$ cat src/rtl/pio_pkg.sv
// constants for the parallel port block: register indices, fields, resets
// assumes a 32-bit avalon-mm slave where each register takes one word
package pio_pkg;

  // ----------------------------------------------------------------------
  // register indices (byte address is four times the index)
  // ----------------------------------------------------------------------
  localparam int unsigned FIRST_PORT_DATA_IDX = 8'h00;
  localparam int unsigned SECOND_PORT_DATA_IDX = 8'h01;
  localparam int unsigned FIRST_PORT_DIRECTION_IDX = 8'h04;
  localparam int unsigned SECOND_PORT_DIRECTION_IDX = 8'h05;
  localparam int unsigned PULLDOWN_INHIBIT_A_C_IDX = 8'h10;
  localparam int unsigned OPTION_REGISTER_IDX = 8'h1F;

  // ----------------------------------------------------------------------
  // widths and fields
  // ----------------------------------------------------------------------
  localparam int unsigned FIRST_PORT_W = 6;
  localparam int unsigned SECOND_PORT_W = 8;
  localparam int unsigned THIRD_PORT_W = 8;
  localparam int unsigned PORT_IRQ_PINS = 4;
  localparam int unsigned LOWER_C_PULL_INHIBIT_BIT = 6;
  localparam int unsigned UPPER_C_PULL_INHIBIT_BIT = 7;
  localparam int unsigned GLOBAL_PULLDOWN_DISABLE_BIT = 0;
  localparam int unsigned PORT_INTERRUPT_OPTION_BIT = 1;

  // ----------------------------------------------------------------------
  // reset values
  // ----------------------------------------------------------------------
  localparam logic [5:0] FIRST_PORT_DIRECTION_RST = 6'h00;
  localparam logic [7:0] SECOND_PORT_DIRECTION_RST = 8'h00;
  localparam logic [7:0] PULLDOWN_INHIBIT_A_C_RST = 8'h00;
  localparam logic [1:0] OPTION_REGISTER_RST = 2'h0;

  // bus answer state
  typedef enum logic {PIO_IDLE, PIO_ANSWER} pio_bus_state_t;

endpackage : pio_pkg

$ cat src/rtl/pio_ports.sv
// parallel i/o ports a and b with pull-down control and port a interrupts
// assumes an avalon-mm master on clk; pins arrive asynchronously and the
// pad ring resolves the wire from out and the active-low output enable
//
// Summary of operation
// - output pin drives first port latch bit, or-ed with the comparator on pa5-pa4
// - read gives latch if output, pin if input
// - six port a bits, upper two read zero
// - reset leaves port a latch untouched
// - latch writes land in any direction when byte lane 0 is enabled
// - direction one drives pin, kills pull-down
// - reset clears port a directions, blocks comparators
// - upper two direction bits read zero
// - pull-down inhibit register is write only
// - inhibit zero gives pull-down on inputs only
// - global disable turns all pull-downs off
// - two inhibit bits steer port c nibbles
// - reset clears inhibit register, pull-downs on
// - option bit makes pa3-pa0 interrupt sources
// - port a interrupt active high or rising
// - option bit picks edge or edge-and-level
// - port b eight pins, latch survives reset
// - port b read gives pin on inputs
// - port b direction register sets each pin
// - reset clears port b directions
`timescale 1ns/1ps

module pio_ports #(
  parameter int unsigned ADDR_W = 8,
  parameter int unsigned DATA_IDX_A = pio_pkg::FIRST_PORT_DATA_IDX,
  parameter int unsigned DATA_IDX_B = pio_pkg::SECOND_PORT_DATA_IDX,
  parameter int unsigned DIR_IDX_A = pio_pkg::FIRST_PORT_DIRECTION_IDX,
  parameter int unsigned DIR_IDX_B = pio_pkg::SECOND_PORT_DIRECTION_IDX,
  parameter int unsigned PULL_IDX = pio_pkg::PULLDOWN_INHIBIT_A_C_IDX,
  parameter int unsigned OPT_IDX = pio_pkg::OPTION_REGISTER_IDX
) (
  input wire logic clk,
  input wire logic rst_n,
  input wire logic [ADDR_W-1:0] avs_address,
  input wire logic avs_read,
  input wire logic avs_write,
  input wire logic [31:0] avs_writedata,
  input wire logic [3:0] avs_byteenable,
  output logic [31:0] avs_readdata,
  output logic avs_waitrequest,
  input wire logic [pio_pkg::FIRST_PORT_W-1:0] first_port_bits_in,
  output logic [pio_pkg::FIRST_PORT_W-1:0] first_port_bits_out,
  output logic [pio_pkg::FIRST_PORT_W-1:0] first_port_bits_oe_n,
  output logic [pio_pkg::FIRST_PORT_W-1:0] first_port_pulldown_en,
  input wire logic [pio_pkg::SECOND_PORT_W-1:0] second_port_bits_in,
  output logic [pio_pkg::SECOND_PORT_W-1:0] second_port_bits_out,
  output logic [pio_pkg::SECOND_PORT_W-1:0] second_port_bits_oe_n,
  input wire logic [pio_pkg::THIRD_PORT_W-1:0] third_port_direction,
  output logic [pio_pkg::THIRD_PORT_W-1:0] third_port_pulldown_en,
  input wire logic [1:0] comparator_drive_en,
  input wire logic [1:0] comparator_level,
  input wire logic ext_irq_pin_n,
  output logic ext_irq_request
);

  localparam int unsigned IDX_W = ADDR_W - 2;
  localparam int unsigned PA_W = pio_pkg::FIRST_PORT_W;
  localparam int unsigned PB_W = pio_pkg::SECOND_PORT_W;
  localparam int unsigned NIRQ = pio_pkg::PORT_IRQ_PINS;

  // ----------------------------------------------------------------------
  // elaboration checks
  // ----------------------------------------------------------------------
  initial begin
    if (ADDR_W < 3 || ADDR_W > 32)
      $error("pio_ports: ADDR_W out of range");
    if (PA_W > 8 || PB_W > 8)
      $error("pio_ports: a port is wider than one byte");
    if (pio_pkg::THIRD_PORT_W != 8)
      $error("pio_ports: port c must have two nibbles");
    if (NIRQ > PA_W)
      $error("pio_ports: more interrupt pins than port a bits");
    if (pio_pkg::LOWER_C_PULL_INHIBIT_BIT < PA_W)
      $error("pio_ports: lower port c inhibit overlaps port a");
    if (pio_pkg::UPPER_C_PULL_INHIBIT_BIT < PA_W)
      $error("pio_ports: upper port c inhibit overlaps port a");
    if (pio_pkg::GLOBAL_PULLDOWN_DISABLE_BIT > 1)
      $error("pio_ports: global disable bit outside option");
    if (pio_pkg::PORT_INTERRUPT_OPTION_BIT > 1)
      $error("pio_ports: interrupt option bit outside option");
    if ((DATA_IDX_A >> IDX_W) != 0)
      $error("pio_ports: DATA_IDX_A beyond address width");
    if ((DATA_IDX_B >> IDX_W) != 0)
      $error("pio_ports: DATA_IDX_B beyond address width");
    if ((DIR_IDX_A >> IDX_W) != 0)
      $error("pio_ports: DIR_IDX_A beyond address width");
    if ((DIR_IDX_B >> IDX_W) != 0)
      $error("pio_ports: DIR_IDX_B beyond address width");
    if ((PULL_IDX >> IDX_W) != 0)
      $error("pio_ports: PULL_IDX beyond address width");
    if ((OPT_IDX >> IDX_W) != 0)
      $error("pio_ports: OPT_IDX beyond address width");
    if (DATA_IDX_A == DATA_IDX_B)
      $error("pio_ports: DATA_IDX_A equals DATA_IDX_B");
    if (DATA_IDX_A == DIR_IDX_A)
      $error("pio_ports: DATA_IDX_A equals DIR_IDX_A");
    if (DATA_IDX_A == DIR_IDX_B)
      $error("pio_ports: DATA_IDX_A equals DIR_IDX_B");
    if (DATA_IDX_A == PULL_IDX)
      $error("pio_ports: DATA_IDX_A equals PULL_IDX");
    if (DATA_IDX_A == OPT_IDX)
      $error("pio_ports: DATA_IDX_A equals OPT_IDX");
    if (DATA_IDX_B == DIR_IDX_A)
      $error("pio_ports: DATA_IDX_B equals DIR_IDX_A");
    if (DATA_IDX_B == DIR_IDX_B)
      $error("pio_ports: DATA_IDX_B equals DIR_IDX_B");
    if (DATA_IDX_B == PULL_IDX)
      $error("pio_ports: DATA_IDX_B equals PULL_IDX");
    if (DATA_IDX_B == OPT_IDX)
      $error("pio_ports: DATA_IDX_B equals OPT_IDX");
    if (DIR_IDX_A == DIR_IDX_B)
      $error("pio_ports: DIR_IDX_A equals DIR_IDX_B");
    if (DIR_IDX_A == PULL_IDX)
      $error("pio_ports: DIR_IDX_A equals PULL_IDX");
    if (DIR_IDX_A == OPT_IDX)
      $error("pio_ports: DIR_IDX_A equals OPT_IDX");
    if (DIR_IDX_B == PULL_IDX)
      $error("pio_ports: DIR_IDX_B equals PULL_IDX");
    if (DIR_IDX_B == OPT_IDX)
      $error("pio_ports: DIR_IDX_B equals OPT_IDX");
    if (PULL_IDX == OPT_IDX)
      $error("pio_ports: PULL_IDX equals OPT_IDX");
  end

  // ----------------------------------------------------------------------
  // pin synchronisers
  // ----------------------------------------------------------------------
  logic [PA_W-1:0] pa_meta, pa_sync;
  logic [PB_W-1:0] pb_meta, pb_sync;
  logic irq_meta, irq_sync;
  logic [PA_W-1:0] next_pa_meta, next_pa_sync;
  logic [PB_W-1:0] next_pb_meta, next_pb_sync;
  logic next_irq_meta, next_irq_sync;

  // only the second flop feeds logic; the first may still be settling
  always_comb begin
    next_pa_meta = first_port_bits_in;
    next_pa_sync = pa_meta;
    next_pb_meta = second_port_bits_in;
    next_pb_sync = pb_meta;
    next_irq_meta = ext_irq_pin_n;
    next_irq_sync = irq_meta;
  end

  // the interrupt pin idles high, so reset to one avoids a false edge
  always_ff @(posedge clk or negedge rst_n) begin
    if (!rst_n) begin
      pa_meta <= '0;
      pa_sync <= '0;
      pb_meta <= '0;
      pb_sync <= '0;
      irq_meta <= 1'b1;
      irq_sync <= 1'b1;
    end else begin
      pa_meta <= next_pa_meta;
      pa_sync <= next_pa_sync;
      pb_meta <= next_pb_meta;
      pb_sync <= next_pb_sync;
      irq_meta <= next_irq_meta;
      irq_sync <= next_irq_sync;
    end
  end

  // ----------------------------------------------------------------------
  // bus decode and answer
  // ----------------------------------------------------------------------
  pio_pkg::pio_bus_state_t bus_state, next_bus_state;
  logic [31:0] next_avs_readdata;
  logic [IDX_W-1:0] idx;
  logic wr_take, rd_take;

  // every access answers on the cycle after it is raised
  assign idx = avs_address[ADDR_W-1:2];
  assign avs_waitrequest = (avs_read | avs_write) &
                           (bus_state == pio_pkg::PIO_IDLE);
  assign wr_take = avs_write & (bus_state == pio_pkg::PIO_ANSWER) &
                   avs_byteenable[0];

  // ----------------------------------------------------------------------
  // registers
  // ----------------------------------------------------------------------
  logic [PA_W-1:0] pa_latch, next_pa_latch;
  logic [PB_W-1:0] pb_latch, next_pb_latch;
  logic [PA_W-1:0] pa_dir, next_pa_dir;
  logic [PB_W-1:0] pb_dir, next_pb_dir;
  logic [7:0] pull_inh, next_pull_inh;
  logic [1:0] option, next_option;

  always_comb begin
    next_pa_latch = pa_latch;
    next_pb_latch = pb_latch;
    next_pa_dir = pa_dir;
    next_pb_dir = pb_dir;
    next_pull_inh = pull_inh;
    next_option = option;
    if (wr_take) begin
      case (idx)
        IDX_W'(DATA_IDX_A): next_pa_latch = avs_writedata[PA_W-1:0];
        IDX_W'(DATA_IDX_B): next_pb_latch = avs_writedata[PB_W-1:0];
        IDX_W'(DIR_IDX_A): next_pa_dir = avs_writedata[PA_W-1:0];
        IDX_W'(DIR_IDX_B): next_pb_dir = avs_writedata[PB_W-1:0];
        IDX_W'(PULL_IDX): next_pull_inh = avs_writedata[7:0];
        IDX_W'(OPT_IDX): next_option = avs_writedata[1:0];
        default: ;
      endcase
    end
  end

  // data latches hold their value through reset, so no reset branch
  always_ff @(posedge clk) begin
    pa_latch <= next_pa_latch;
    pb_latch <= next_pb_latch;
  end

  always_ff @(posedge clk or negedge rst_n) begin
    if (!rst_n) begin
      pa_dir <= pio_pkg::FIRST_PORT_DIRECTION_RST;
      pb_dir <= pio_pkg::SECOND_PORT_DIRECTION_RST;
      pull_inh <= pio_pkg::PULLDOWN_INHIBIT_A_C_RST;
      option <= pio_pkg::OPTION_REGISTER_RST;
    end else begin
      pa_dir <= next_pa_dir;
      pb_dir <= next_pb_dir;
      pull_inh <= next_pull_inh;
      option <= next_option;
    end
  end

  // ----------------------------------------------------------------------
  // read path
  // ----------------------------------------------------------------------
  logic [PA_W-1:0] pa_view;
  logic [PB_W-1:0] pb_view;

  genvar gi;

  // an output reads its latch, an input its synchronised pin
  generate
    for (gi = 0; gi < PA_W; gi++) begin : g_pa_view
      assign pa_view[gi] = pa_dir[gi] ? pa_latch[gi] : pa_sync[gi];
    end
    for (gi = 0; gi < PB_W; gi++) begin : g_pb_view
      assign pb_view[gi] = pb_dir[gi] ? pb_latch[gi] : pb_sync[gi];
    end
  endgenerate
  assign rd_take = avs_read & (bus_state == pio_pkg::PIO_IDLE);

  always_comb begin
    next_bus_state = pio_pkg::PIO_IDLE;
    next_avs_readdata = avs_readdata;
    case (bus_state)
      pio_pkg::PIO_IDLE: begin
        if (avs_read | avs_write)
          next_bus_state = pio_pkg::PIO_ANSWER;
      end
      pio_pkg::PIO_ANSWER: next_bus_state = pio_pkg::PIO_IDLE;
      default: next_bus_state = pio_pkg::PIO_IDLE;
    endcase
    if (rd_take) begin
      // upper bits are zero-filled; the inhibit register reads as zero
      // because it is write only and software must not rely on it
      case (idx)
        IDX_W'(DATA_IDX_A): next_avs_readdata = {26'h0, pa_view};
        IDX_W'(DATA_IDX_B): next_avs_readdata = {24'h0, pb_view};
        IDX_W'(DIR_IDX_A): next_avs_readdata = {26'h0, pa_dir};
        IDX_W'(DIR_IDX_B): next_avs_readdata = {24'h0, pb_dir};
        IDX_W'(PULL_IDX): next_avs_readdata = 32'h0;
        IDX_W'(OPT_IDX): next_avs_readdata = {30'h0, option};
        default: next_avs_readdata = 32'h0;
      endcase
    end
  end

  always_ff @(posedge clk or negedge rst_n) begin
    if (!rst_n) begin
      bus_state <= pio_pkg::PIO_IDLE;
      avs_readdata <= 32'h0;
    end else begin
      bus_state <= next_bus_state;
      avs_readdata <= next_avs_readdata;
    end
  end

  // ----------------------------------------------------------------------
  // pin drive and pull-downs
  // ----------------------------------------------------------------------
  logic gpd_off;
  logic [PA_W-1:0] cmp_or;

  assign gpd_off = option[pio_pkg::GLOBAL_PULLDOWN_DISABLE_BIT];
  // comparators only reach pa5..pa4, and only once direction is set
  assign cmp_or = {comparator_drive_en & comparator_level, 4'h0};
  generate
    for (gi = 0; gi < PA_W; gi++) begin : g_pa_pin
      assign first_port_bits_out[gi] =
        pa_latch[gi] | cmp_or[gi];
      assign first_port_bits_oe_n[gi] = ~pa_dir[gi];
      // a driving pin never fights its own pull-down
      assign first_port_pulldown_en[gi] =
        ~pa_dir[gi] & ~pull_inh[gi] & ~gpd_off;
    end
    for (gi = 0; gi < PB_W; gi++) begin : g_pb_pin
      assign second_port_bits_out[gi] = pb_latch[gi];
      assign second_port_bits_oe_n[gi] = ~pb_dir[gi];
    end
    // one inhibit bit serves a whole nibble of port c
    for (gi = 0; gi < pio_pkg::THIRD_PORT_W; gi++) begin : g_pc_pull
      localparam int unsigned INH_BIT = (gi < 4) ?
        pio_pkg::LOWER_C_PULL_INHIBIT_BIT :
        pio_pkg::UPPER_C_PULL_INHIBIT_BIT;
      assign third_port_pulldown_en[gi] = ~third_port_direction[gi] &
        ~pull_inh[INH_BIT] & ~gpd_off;
    end
  endgenerate

  // ----------------------------------------------------------------------
  // external interrupt sourcing
  // ----------------------------------------------------------------------
  logic [NIRQ-1:0] pa_prev;
  logic irq_prev, port_irq_en, next_ext_irq_request;
  logic [NIRQ-1:0] pa_rise;
  logic [NIRQ-1:0] pa_level;
  logic pin_fall, pin_low, port_active;

  assign port_irq_en = option[pio_pkg::PORT_INTERRUPT_OPTION_BIT];

  generate
    for (gi = 0; gi < NIRQ; gi++) begin : g_pa_irq
      // a high level and a rising edge both count as active
      assign pa_level[gi] = pa_sync[gi];
      assign pa_rise[gi] = pa_sync[gi] & ~pa_prev[gi];
    end
  endgenerate

  assign pin_fall = irq_prev & ~irq_sync;
  assign pin_low = ~irq_sync;
  assign port_active = (|pa_rise) | (|pa_level);

  // option clear: only the dedicated pin, falling edge only;
  // option set: port a pins join, and levels count as well as edges
  // the request is a one-cycle pulse with option clear and a level with option set; latching it is left to the interrupt logic
  always_comb begin
    next_ext_irq_request = pin_fall;
    if (port_irq_en) begin
      next_ext_irq_request = pin_low | port_active;
    end
  end

  always_ff @(posedge clk or negedge rst_n) begin
    if (!rst_n) begin
      pa_prev <= '0;
      irq_prev <= 1'b1;
      ext_irq_request <= 1'b0;
    end else begin
      pa_prev <= pa_sync[NIRQ-1:0];
      irq_prev <= irq_sync;
      ext_irq_request <= next_ext_irq_request;
    end
  end

endmodule : pio_ports

$ cat config.mk
export PLATFORM = sky130hd
export DESIGN_NAME = pio_ports
export DESIGN_NICKNAME = d
export VERILOG_FILES = /design/src/rtl/pio_pkg.sv /design/src/rtl/pio_ports.sv
export SDC_FILE = /design/constraint.sdc
export NUM_CORES = 1
export LEC_CHECK = 0
export BUFFER_PORTS_ARGS = -buffer_cell sky130_fd_sc_hd__buf_2
export CAP_MARGIN = 20
export CORE_ASPECT_RATIO = 1.4
export CORE_MARGIN = 2
export CORE_UTILIZATION = 45
export CTS_CLUSTER_SIZE = 20
export DETAILED_ROUTE_END_ITERATION = 8
export GPL_ROUTABILITY_DRIVEN = 0
export MAX_ROUTING_LAYER = met4
export PLACE_DENSITY_LB_ADDON = 0.3
export SYNTH_ARGS = -nofsm -noshare
export SYNTH_HDL_FRONTEND = slang
export SYNTH_SLANG_ARGS = --single-unit
$ cat constraint.sdc
create_clock -name clk -period 3.55 [get_ports clk]
set_input_delay 0.355 -clock clk [delete_from_list [all_inputs] [get_ports clk]]
set_output_delay 0.355 -clock clk [all_outputs]
set_load 0.02 [all_outputs]
==> results_tabular.tex, run 1 <==
\begin{tabular}{lr}
\hline
Metric & Value \\
\hline
\multicolumn{2}{l}{\textbf{Final layout}} \\
\quad Design Area, Final & 3940 um\^{}2 \\
\quad Nets & 435 \\
\quad Non-filler cells in the finished layout & 460 \\
\quad Area overhead of the layout relative to synthesis & 19.3\% \\
\quad Antenna diodes & 0 \\
\quad Share of post-route cells with drive strength above 1 & 0.395 \\
\multicolumn{2}{l}{\textbf{STA}} \\
\quad Slew Limit Headroom & 0.431 \\
\quad Worst setup skew after layout & 0.00832 ns \\
\quad Final number of hold-violating endpoints & 0 \\
\quad Final min period & 2.17 ns \\
\quad Slew Viols, Final & 0 \\
\quad RSZ-0062 raised after global routing & no \\
\quad TNS Setup & 0 ns \\
\quad Slew of the pin with the lowest slew margin & 0.853 ns \\
\quad Ratio of final minimum period to clock period & 0.612 \\
\quad Max Clk Rate & 0.460 GHz \\
\quad Final setup vio count & 0 \\
\multicolumn{2}{l}{\textbf{Yosys}} \\
\quad FF+latch count, synth & 79 \\
\quad Largest cells by area after synthesis & sky130\_fd\_sc\_hd\_\_dfrtp\_1 (47\%), sky130\_fd\_sc\_hd\_\_edfxtp\_1 (13\%), sky130\_fd\_sc\_hd\_\_mux2\_2 (7.8\%) \\
\quad Number of synthesized flops with an enable pin & 14 \\
\quad Main synth FF type & sky130\_fd\_sc\_hd\_\_dfrtp\_1 \\
\quad Cell type contributing the most total cell area after synthesis & sky130\_fd\_sc\_hd\_\_dfrtp\_1 \\
\quad Cell count after synthesis & 264 \\
\quad Area fraction of the dominant cell type after synthesis & 0.470 \\
\quad Most numerous cell in the Yosys netlist & sky130\_fd\_sc\_hd\_\_dfrtp\_1 \\
\quad Leading post-synthesis cells by instance count & sky130\_fd\_sc\_hd\_\_dfrtp\_1 (62), sky130\_fd\_sc\_hd\_\_buf\_4 (28), sky130\_fd\_sc\_hd\_\_mux2\_2 (23) \\
\quad Sequential fraction of the synthesis area & 0.621 \\
\quad Fraction of registers with async set or reset after synthesis & 0.823 \\
\quad Post-synth design cell area & 3300 um\^{}2 \\
\quad Average size of a mapped cell & 12.5 um\^{}2 \\
\quad Count of different cell masters after synthesis & 40 \\
\quad Synth warnings & 0 \\
\multicolumn{2}{l}{\textbf{Placed design}} \\
\quad Port-buffer cells & 97 \\
\quad Hpwl dp & 5.34 mm \\
\quad Post-Place Cell Area & 3750 um\^{}2 \\
\quad Cell total after placement & 444 \\
\multicolumn{2}{l}{\textbf{Clocking}} \\
\quad Clock input transition at the sequential cells of the worst setup and hold paths & 0.07 ns \\
\quad Clock Latency Late Sink & 0.35 ns \\
\quad CTS tree & done \\
\quad Max H-tree Level & 3 \\
\quad Post-CTS setup repair buffer count & 0 \\
\quad Root buffer selected by CTS & sky130\_fd\_sc\_hd\_\_clkbuf\_8 \\
\quad Maximum buffer depth of the clock tree & 2 \\
\quad Hold-fix buffer count after cts & 0 \\
\quad Num Clock Sinks & 79 \\
\quad CTS resizes & 0 \\
\quad Number of clock buffers inserted by TritonCTS & 9 \\
\multicolumn{2}{l}{\textbf{GRT}} \\
\quad Pin count of the biggest net entering global routing & 41 \\
\quad Wire length of the first global-routing pass & 11.2 mm \\
\quad Antenna violations before repair & 0 \\
\quad Number of global-route vias before repair & 2,291 \\
\quad Overall Global Routing Usage & 0.190 \\
\quad Residual overflow from global routing & 0 \\
\multicolumn{2}{l}{\textbf{Critical path}} \\
\quad Gate family responsible for the most delay along the worst path & simple AND/OR/NAND/NOR gates \\
\quad Required time worst endpoint & 3.52 ns \\
\quad Cells along the critical path & buf\_2 -> or4\_4 -> or3\_4 -> nor2\_1 \\
\quad Critical path launch point type & input pin \\
\quad R2R cell count & 3 \\
\quad Worst-case register-to-register setup slack & 1.62 ns \\
\quad Arrival time worst endpoint & 2.15 ns \\
\quad Slowest cell on the critical path & sky130\_fd\_sc\_hd\_\_nor2\_1 \\
\quad Slowest cell delay on critical path & 0.63 ns \\
\quad Number of buffers and inverters on the critical path & 1 \\
\quad Endpoint kind of the worst setup timing path & register \\
\quad Highest net fanout along the worst path & 16 \\
\quad Startpoint of the most critical register-to-register path & bus\_state \\
\quad Type of the worst setup path & in -> reg \\
\quad FF-to-FF End & pull\_inh[0] \\
\multicolumn{2}{l}{\textbf{Job}} \\
\quad Number of max-cap violations & 0 \\
\multicolumn{2}{l}{\textbf{Die}} \\
\quad Starting utilization of the core area & 0.470 \\
\quad Die footprint & 8050 um\^{}2 \\
\quad Die Span Y & 105 um \\
\quad Ports & 151 \\
\quad Die X-Extent & 76.4 um \\
\quad FP Rows & 36 \\
\quad CORE AREA & 7030 um\^{}2 \\
\multicolumn{2}{l}{\textbf{Hold path}} \\
\quad Class of the tightest hold or removal check & in -> reg \\
\quad Endpoint with the worst hold slack & irq\_meta \\
\quad Startpoint of the worst hold path & ext\_irq\_pin\_n \\
\quad Count of cells along the worst hold path & 1 \\
\multicolumn{2}{l}{\textbf{Pwr}} \\
\quad Register share of total power & 0.542 \\
\quad Internal power of the cells & 1350 uW \\
\quad Peak supply drop & 253 uV \\
\quad Comb power frac & 0.125 \\
\quad Pwr per Cell Area & 464 nW/um\^{}2 \\
\quad Power dissipated by switching net loads & 475 uW \\
\quad Switching fraction of total power & 0.260 \\
\quad PnR Total Power & 1830 uW \\
\quad Share of total power in the clock network & 0.333 \\
\quad Leak & 0.00187 uW \\
\multicolumn{2}{l}{\textbf{Drt}} \\
\quad Number of vias per cell after detailed routing & 4.92 \\
\quad Antenna violation net count after detailed routing & 0 \\
\quad Post-route DRC violation count & 0 \\
\quad Post-detailed-route wirelength per cell & 15.4 um \\
\quad First-iteration detailed-routing DRC count & 139 \\
\quad Length of the first detailed-routing pass in iterations & 4 \\
\quad Met2 wire length & 3.57 mm \\
\quad Met3 WL & 466 um \\
\quad Uppermost layer routed & met4 \\
\quad Wire length on met1 & 2.81 mm \\
\quad Overall routed net length & 7.09 mm \\
\quad Number of vias in the routed layout & 2,262 \\
\multicolumn{2}{l}{\textbf{Status}} \\
\quad Run status & finished, final reports clean \\
\hline
\end{tabular}
worst max path at each step:
stage | to | cells past startpoint | startpoint
final | second_port_bits_out[4] | 4 | avs_address[4]
after global routing | second_port_bits_out[4] | 4 | avs_address[4]
after CTS | second_port_bits_out[4] | 4 | avs_address[4]
after detailed placement | second_port_bits_out[1] | 4 | avs_address[4]
after global placement | second_port_bits_out[1] | 4 | avs_address[4]
after floorplan | second_port_bits_out[0] | 3 | avs_address[5]
per-layer routing:
layer / up-vias / global-route usage
met5: - / -
met2: 106 / 0.303
met3: 18 / 0.0325
met4: 0 / 0.147
met1: 1069 / 0.213
li1: 1069 / -
through the flow:
stage	setup WS, ns	hold WS, ns	util
5_1_grt	1.32	0.0926	0.560
3_3_place_gp	1.04	0.333	0.534
2_1_floorplan	1.53	0.0594	-
3_5_place_dp	1.00	0.335	0.534
6_report	1.38	0.105	0.560
4_1_cts	1.38	0.0868	0.560
placed cells by master (no fill, tap or decap), types with 2 or more instances in the layout:
cell | Yosys | layout
sky130_fd_sc_hd__mux2_2 | 23 | 23
sky130_fd_sc_hd__nor4_4 | 2 | 2
sky130_fd_sc_hd__o311ai_1 | 2 | 2
sky130_fd_sc_hd__edfxtp_1 | 14 | 14
sky130_fd_sc_hd__a22o_1 | 4 | 4
sky130_fd_sc_hd__nor4_1 | 2 | 2
sky130_fd_sc_hd__conb_1 | 1 | 24
sky130_fd_sc_hd__nor2_1 | 7 | 7
sky130_fd_sc_hd__nand2b_1 | 3 | 3
sky130_fd_sc_hd__nand3_1 | 3 | 3
sky130_fd_sc_hd__o211ai_1 | 4 | 4
sky130_fd_sc_hd__a31oi_1 | 2 | 2
sky130_fd_sc_hd__a21oi_1 | 4 | 4
sky130_fd_sc_hd__clkbuf_1 | 6 | 2
sky130_fd_sc_hd__dfrtp_1 | 62 | 62
sky130_fd_sc_hd__a21o_1 | 2 | 2
sky130_fd_sc_hd__nand4_1 | 3 | 3
sky130_fd_sc_hd__nand2_1 | 15 | 15
sky130_fd_sc_hd__inv_1 | 20 | 20
sky130_fd_sc_hd__nor3_1 | 18 | 18
sky130_fd_sc_hd__o221ai_1 | 2 | 2
sky130_fd_sc_hd__dfstp_2 | 3 | 3
sky130_fd_sc_hd__o21ai_0 | 16 | 16
sky130_fd_sc_hd__buf_2 | 1 | 97
sky130_fd_sc_hd__mux2i_1 | 3 | 3
sky130_fd_sc_hd__clkbuf_8 | 0 | 12
power by group through the flow:
stage / Combinational (uW) / Sequential [uW] / Clock [uW]
6_report: 228 / 990 / 609
5_1_grt: 250 / 995 / 660
4_1_cts: 231 / 990 / 627
3_5_place_dp: 230 / 1010 / 0
3_3_place_gp: 226 / 1010 / 0
2_1_floorplan: 152 / 1010 / 0
cell type report:
type                    instances  area [um^2]
fillers                       635         3090
flip-flops and latches         79         2050
multi-input cells             152         1010
repair buffers                 98          493
clock buffers                  14          173
well taps                      95          119
inverters                      20         75.1
clock inverters                 2         13.8
kinds of logic (layout without fill, tap and decap cells):
| family | count (synthesis) | after routing | synth area share |
|---|---|---|---|
| flip-flops | 79 | 79 | 0.621 |
| AND/OR/NAND/NOR | 61 | 61 | 0.110 |
| buffers and inverters | 56 | 134 | 0.0982 |
| AO/OA/AOI/OAI | 41 | 41 | 0.0823 |
| multiplexers | 26 | 26 | 0.0876 |
| other | 1 | 24 | 0.00114 |
flip-flops by register name, summed over array words and instances, names as in the netlist, 8 cells and up:
signal	cells
pb_sync	8
second_port_bits_out	8
avs_readdata	8
pull_inh	8
pb_dir	8
next_pb_sync	8
No activity file was read; power rests on OpenSTA's default activity.
==> inputs of run 2 (changes only) <==
==> constraint.sdc (replaced) <==
create_clock -name clk -period 2.2 [get_ports clk]
set_input_delay 0.22 -clock clk [delete_from_list [all_inputs] [get_ports clk]]
set_output_delay 0.22 -clock clk [all_outputs]
set_load 0.02 [all_outputs]
==> results_tabular.tex, run 2 (same netlist as run 1, synthesis figures left out) <==
\begin{tabular}{lr}
\hline
Metric & Value \\
\hline
\multicolumn{2}{l}{\textbf{Status}} \\
\quad Run status & finished, final reports clean (unchanged) \\
\multicolumn{2}{l}{\textbf{Drt}} \\
\quad Overall routed net length & 7.51 mm (was 7.09 mm) \\
\quad Antenna violation net count after detailed routing & 0 (unchanged) \\
\quad Post-route DRC violation count & 0 (unchanged) \\
\quad Post-detailed-route wirelength per cell & 15.5 um (was 15.4 um) \\
\quad First-iteration detailed-routing DRC count & 161 (was 139) \\
\quad Length of the first detailed-routing pass in iterations & 4 (unchanged) \\
\quad Number of vias in the routed layout & 2,370 (was 2,262) \\
\quad Number of vias per cell after detailed routing & 4.91 (was 4.92) \\
\multicolumn{2}{l}{\textbf{Critical path}} \\
\quad Required time worst endpoint & 2.43 ns (was 3.52 ns) \\
\quad Arrival time worst endpoint & 1.97 ns (was 2.15 ns) \\
\quad Critical path launch point type & register (was input pin) \\
\quad Slowest cell on the critical path & sky130\_fd\_sc\_hd\_\_or3\_1 (was sky130\_fd\_sc\_hd\_\_nor2\_1) \\
\quad Highest net fanout along the worst path & 6 (was 16) \\
\quad Number of buffers and inverters on the critical path & 0 (was 1) \\
\quad Cells along the critical path & nand3\_1 -> or3\_1 -> mux2\_2 (was buf\_2 -> or4\_4 -> or3\_4 -> nor2\_1) \\
\quad Type of the worst setup path & reg -> reg (was in -> reg) \\
\quad Gate family responsible for the most delay along the worst path & simple AND/OR/NAND/NOR gates (unchanged) \\
\quad Endpoint kind of the worst setup timing path & register (unchanged) \\
\quad Slowest cell delay on critical path & 0.62 ns (was 0.63 ns) \\
\multicolumn{2}{l}{\textbf{Final layout}} \\
\quad Finished Core Util & 0.588 (was 0.560) \\
\quad Most common cell after layout, fill and taps aside & sky130\_fd\_sc\_hd\_\_buf\_2 (unchanged) \\
\quad Nets & 458 (was 435) \\
\quad Area overhead of the layout relative to synthesis & 25.1\% (was 19.3\%) \\
\quad Fillers & 618 (was 635) \\
\quad Antenna diodes & 0 (unchanged) \\
\quad Most frequent cells in the layout & sky130\_fd\_sc\_hd\_\_buf\_2 (97), sky130\_fd\_sc\_hd\_\_dfrtp\_1 (62), sky130\_fd\_sc\_hd\_\_conb\_1 (24) (unchanged) \\
\quad Share of post-route cells with drive strength above 1 & 0.389 (was 0.395) \\
\quad Non-filler cells in the finished layout & 483 (was 460) \\
\multicolumn{2}{l}{\textbf{Clocking}} \\
\quad Number of clock buffers inserted by TritonCTS & 9 (unchanged) \\
\quad Clock input transition at the sequential cells of the worst setup and hold paths & 0.07 ns (about the same) \\
\quad Max H-tree Level & 3 (unchanged) \\
\quad CTS tree & done (unchanged) \\
\quad Num Clock Sinks & 79 (unchanged) \\
\quad Root buffer selected by CTS & sky130\_fd\_sc\_hd\_\_clkbuf\_8 (unchanged) \\
\quad Clock Latency Late Sink & 0.35 ns (about the same) \\
\quad Maximum buffer depth of the clock tree & 2 (unchanged) \\
\quad CTS resizes & 0 (unchanged) \\
\multicolumn{2}{l}{\textbf{Die}} \\
\quad Ports & 151 (unchanged) \\
\quad Die Span Y & 105 um (unchanged) \\
\quad Die footprint & 8050 um\^{}2 (unchanged) \\
\quad Die X-Extent & 76.4 um (unchanged) \\
\quad Starting utilization of the core area & 0.470 (unchanged) \\
\quad CORE AREA & 7030 um\^{}2 (unchanged) \\
\quad FP Rows & 36 (unchanged) \\
\multicolumn{2}{l}{\textbf{STA}} \\
\quad Max Clk Rate & 0.575 GHz \\
\quad Slew Limit Headroom & 0.565 (was 0.431) \\
\quad Final setup vio count & 0 (unchanged) \\
\quad Final number of hold-violating endpoints & 0 (unchanged) \\
\quad TNS Setup & 0 ns (unchanged) \\
\quad Ratio of final minimum period to clock period & 0.790 \\
\quad RSZ-0062 raised after global routing & no (unchanged) \\
\quad Slew of the pin with the lowest slew margin & 0.653 ns (was 0.853 ns) \\
\quad Slew Viols, Final & 0 (unchanged) \\
\quad Final min period & 1.74 ns \\
\quad Worst setup skew after layout & 0.00778 ns (was 0.00832 ns) \\
\multicolumn{2}{l}{\textbf{Hold path}} \\
\quad Class of the tightest hold or removal check & in -> reg (unchanged) \\
\multicolumn{2}{l}{\textbf{Pwr}} \\
\quad PnR Total Power & 2920 uW (was 1830 uW) \\
\quad Pwr per Cell Area & 707 nW/um\^{}2 (was 464 nW/um\^{}2) \\
\quad Leak & 0.00197 uW (was 0.00187 uW) \\
\quad Peak supply drop & 400 uV (was 253 uV) \\
\multicolumn{2}{l}{\textbf{Placed design}} \\
\quad Port-buffer cells & 97 (unchanged) \\
\quad Cell total after placement & 451 (was 444) \\
\quad Hpwl dp & 5.47 mm (was 5.34 mm) \\
\multicolumn{2}{l}{\textbf{GRT}} \\
\quad Residual overflow from global routing & 0 (unchanged) \\
\quad Number of global-route vias before repair & 2,280 (was 2,291) \\
\quad Wire length of the first global-routing pass & 11.6 mm (was 11.2 mm) \\
\quad Overall Global Routing Usage & 0.198 (was 0.190) \\
\quad Antenna violations before repair & 0 (unchanged) \\
\quad Pin count of the biggest net entering global routing & 24 (was 41) \\
\multicolumn{2}{l}{\textbf{Job}} \\
\quad Number of max-cap violations & 0 (unchanged) \\
\hline
\end{tabular}
[run 2: cell types whose count changed in the layout (fill, tap and decap cells not counted)]
cell                            before  now
sky130_fd_sc_hd__clkinv_4            1    0
sky130_fd_sc_hd__clkinvlp_4          0    1
sky130_fd_sc_hd__clkbuf_8           12   10
sky130_fd_sc_hd__dlygate4sd3_1       0   16
sky130_fd_sc_hd__buf_4               1    8
sky130_fd_sc_hd__clkinv_2            1    3
[run 2: routing by layer]
layer / track usage / part of all wire / vias to the layer above
met2: 0.320 / 0.51 / 110
met4: 0.0974 / 0.030 / 0
met1: 0.229 / 0.39 / 1130
met3: 0.0497 / 0.063 / 16
met5: - / 0 / -
li1: - / - / 1114
[run 2: stage by stage]
step	setup WS [ns]	instance area, um^2	hold WS, ns
after detailed placement	0.267	3800	0.194
after global placement	0.290	3800	0.182
after floorplan	0.318	3390	-0.0756
after global routing	0.361	4130	0.0823
after CTS	0.435	4130	0.0858
final	0.462	4130	0.107
[run 2: area by class of cell]
class | count | area, um^2 | area share
Clock inverter | 4 | 22.5 | 0.00545
Timing Repair Buffer | 121 | 706 | 0.171
Sequential cell | 79 | 2050 | 0.497
Clock buffer | 12 | 145 | 0.0351
Tap cell | 95 | 119 | 0.0288
Inverter | 20 | 75.1 | 0.0182
Multi-Input combinational cell | 152 | 1010 | 0.245
[run 2: path summary, 6_finish.rpt]
path / from / end / cells after the start / slack, ns
worst min-delay path: avs_writedata[2] / second_port_bits_out[2] / 1 / 0.11
worst max-delay path: bus_state / pa_dir[4] / 3 / 0.46
worst min register to register: next_pa_sync[2] / pa_sync[2] / 0 / 0.35
min in group asynchronous: rst_n / pb_sync[1] / 2 / 0.36
worst max register to register: bus_state / pa_dir[4] / 3 / 0.46
max in group asynchronous: rst_n / pb_dir[2] / 3 / 1.17
[run 2: repair_timing]
action	CTS	global route
hold buffers	16	0
setup buffers	0	0
hold endpoints to repair	32	0
[run 2: power breakdown]
part,switching (uW),total (uW),internal [uW]
clock network,493,929,435
logic,250,395,145
registers,41.7,1600,1560
total,785,2920,2140
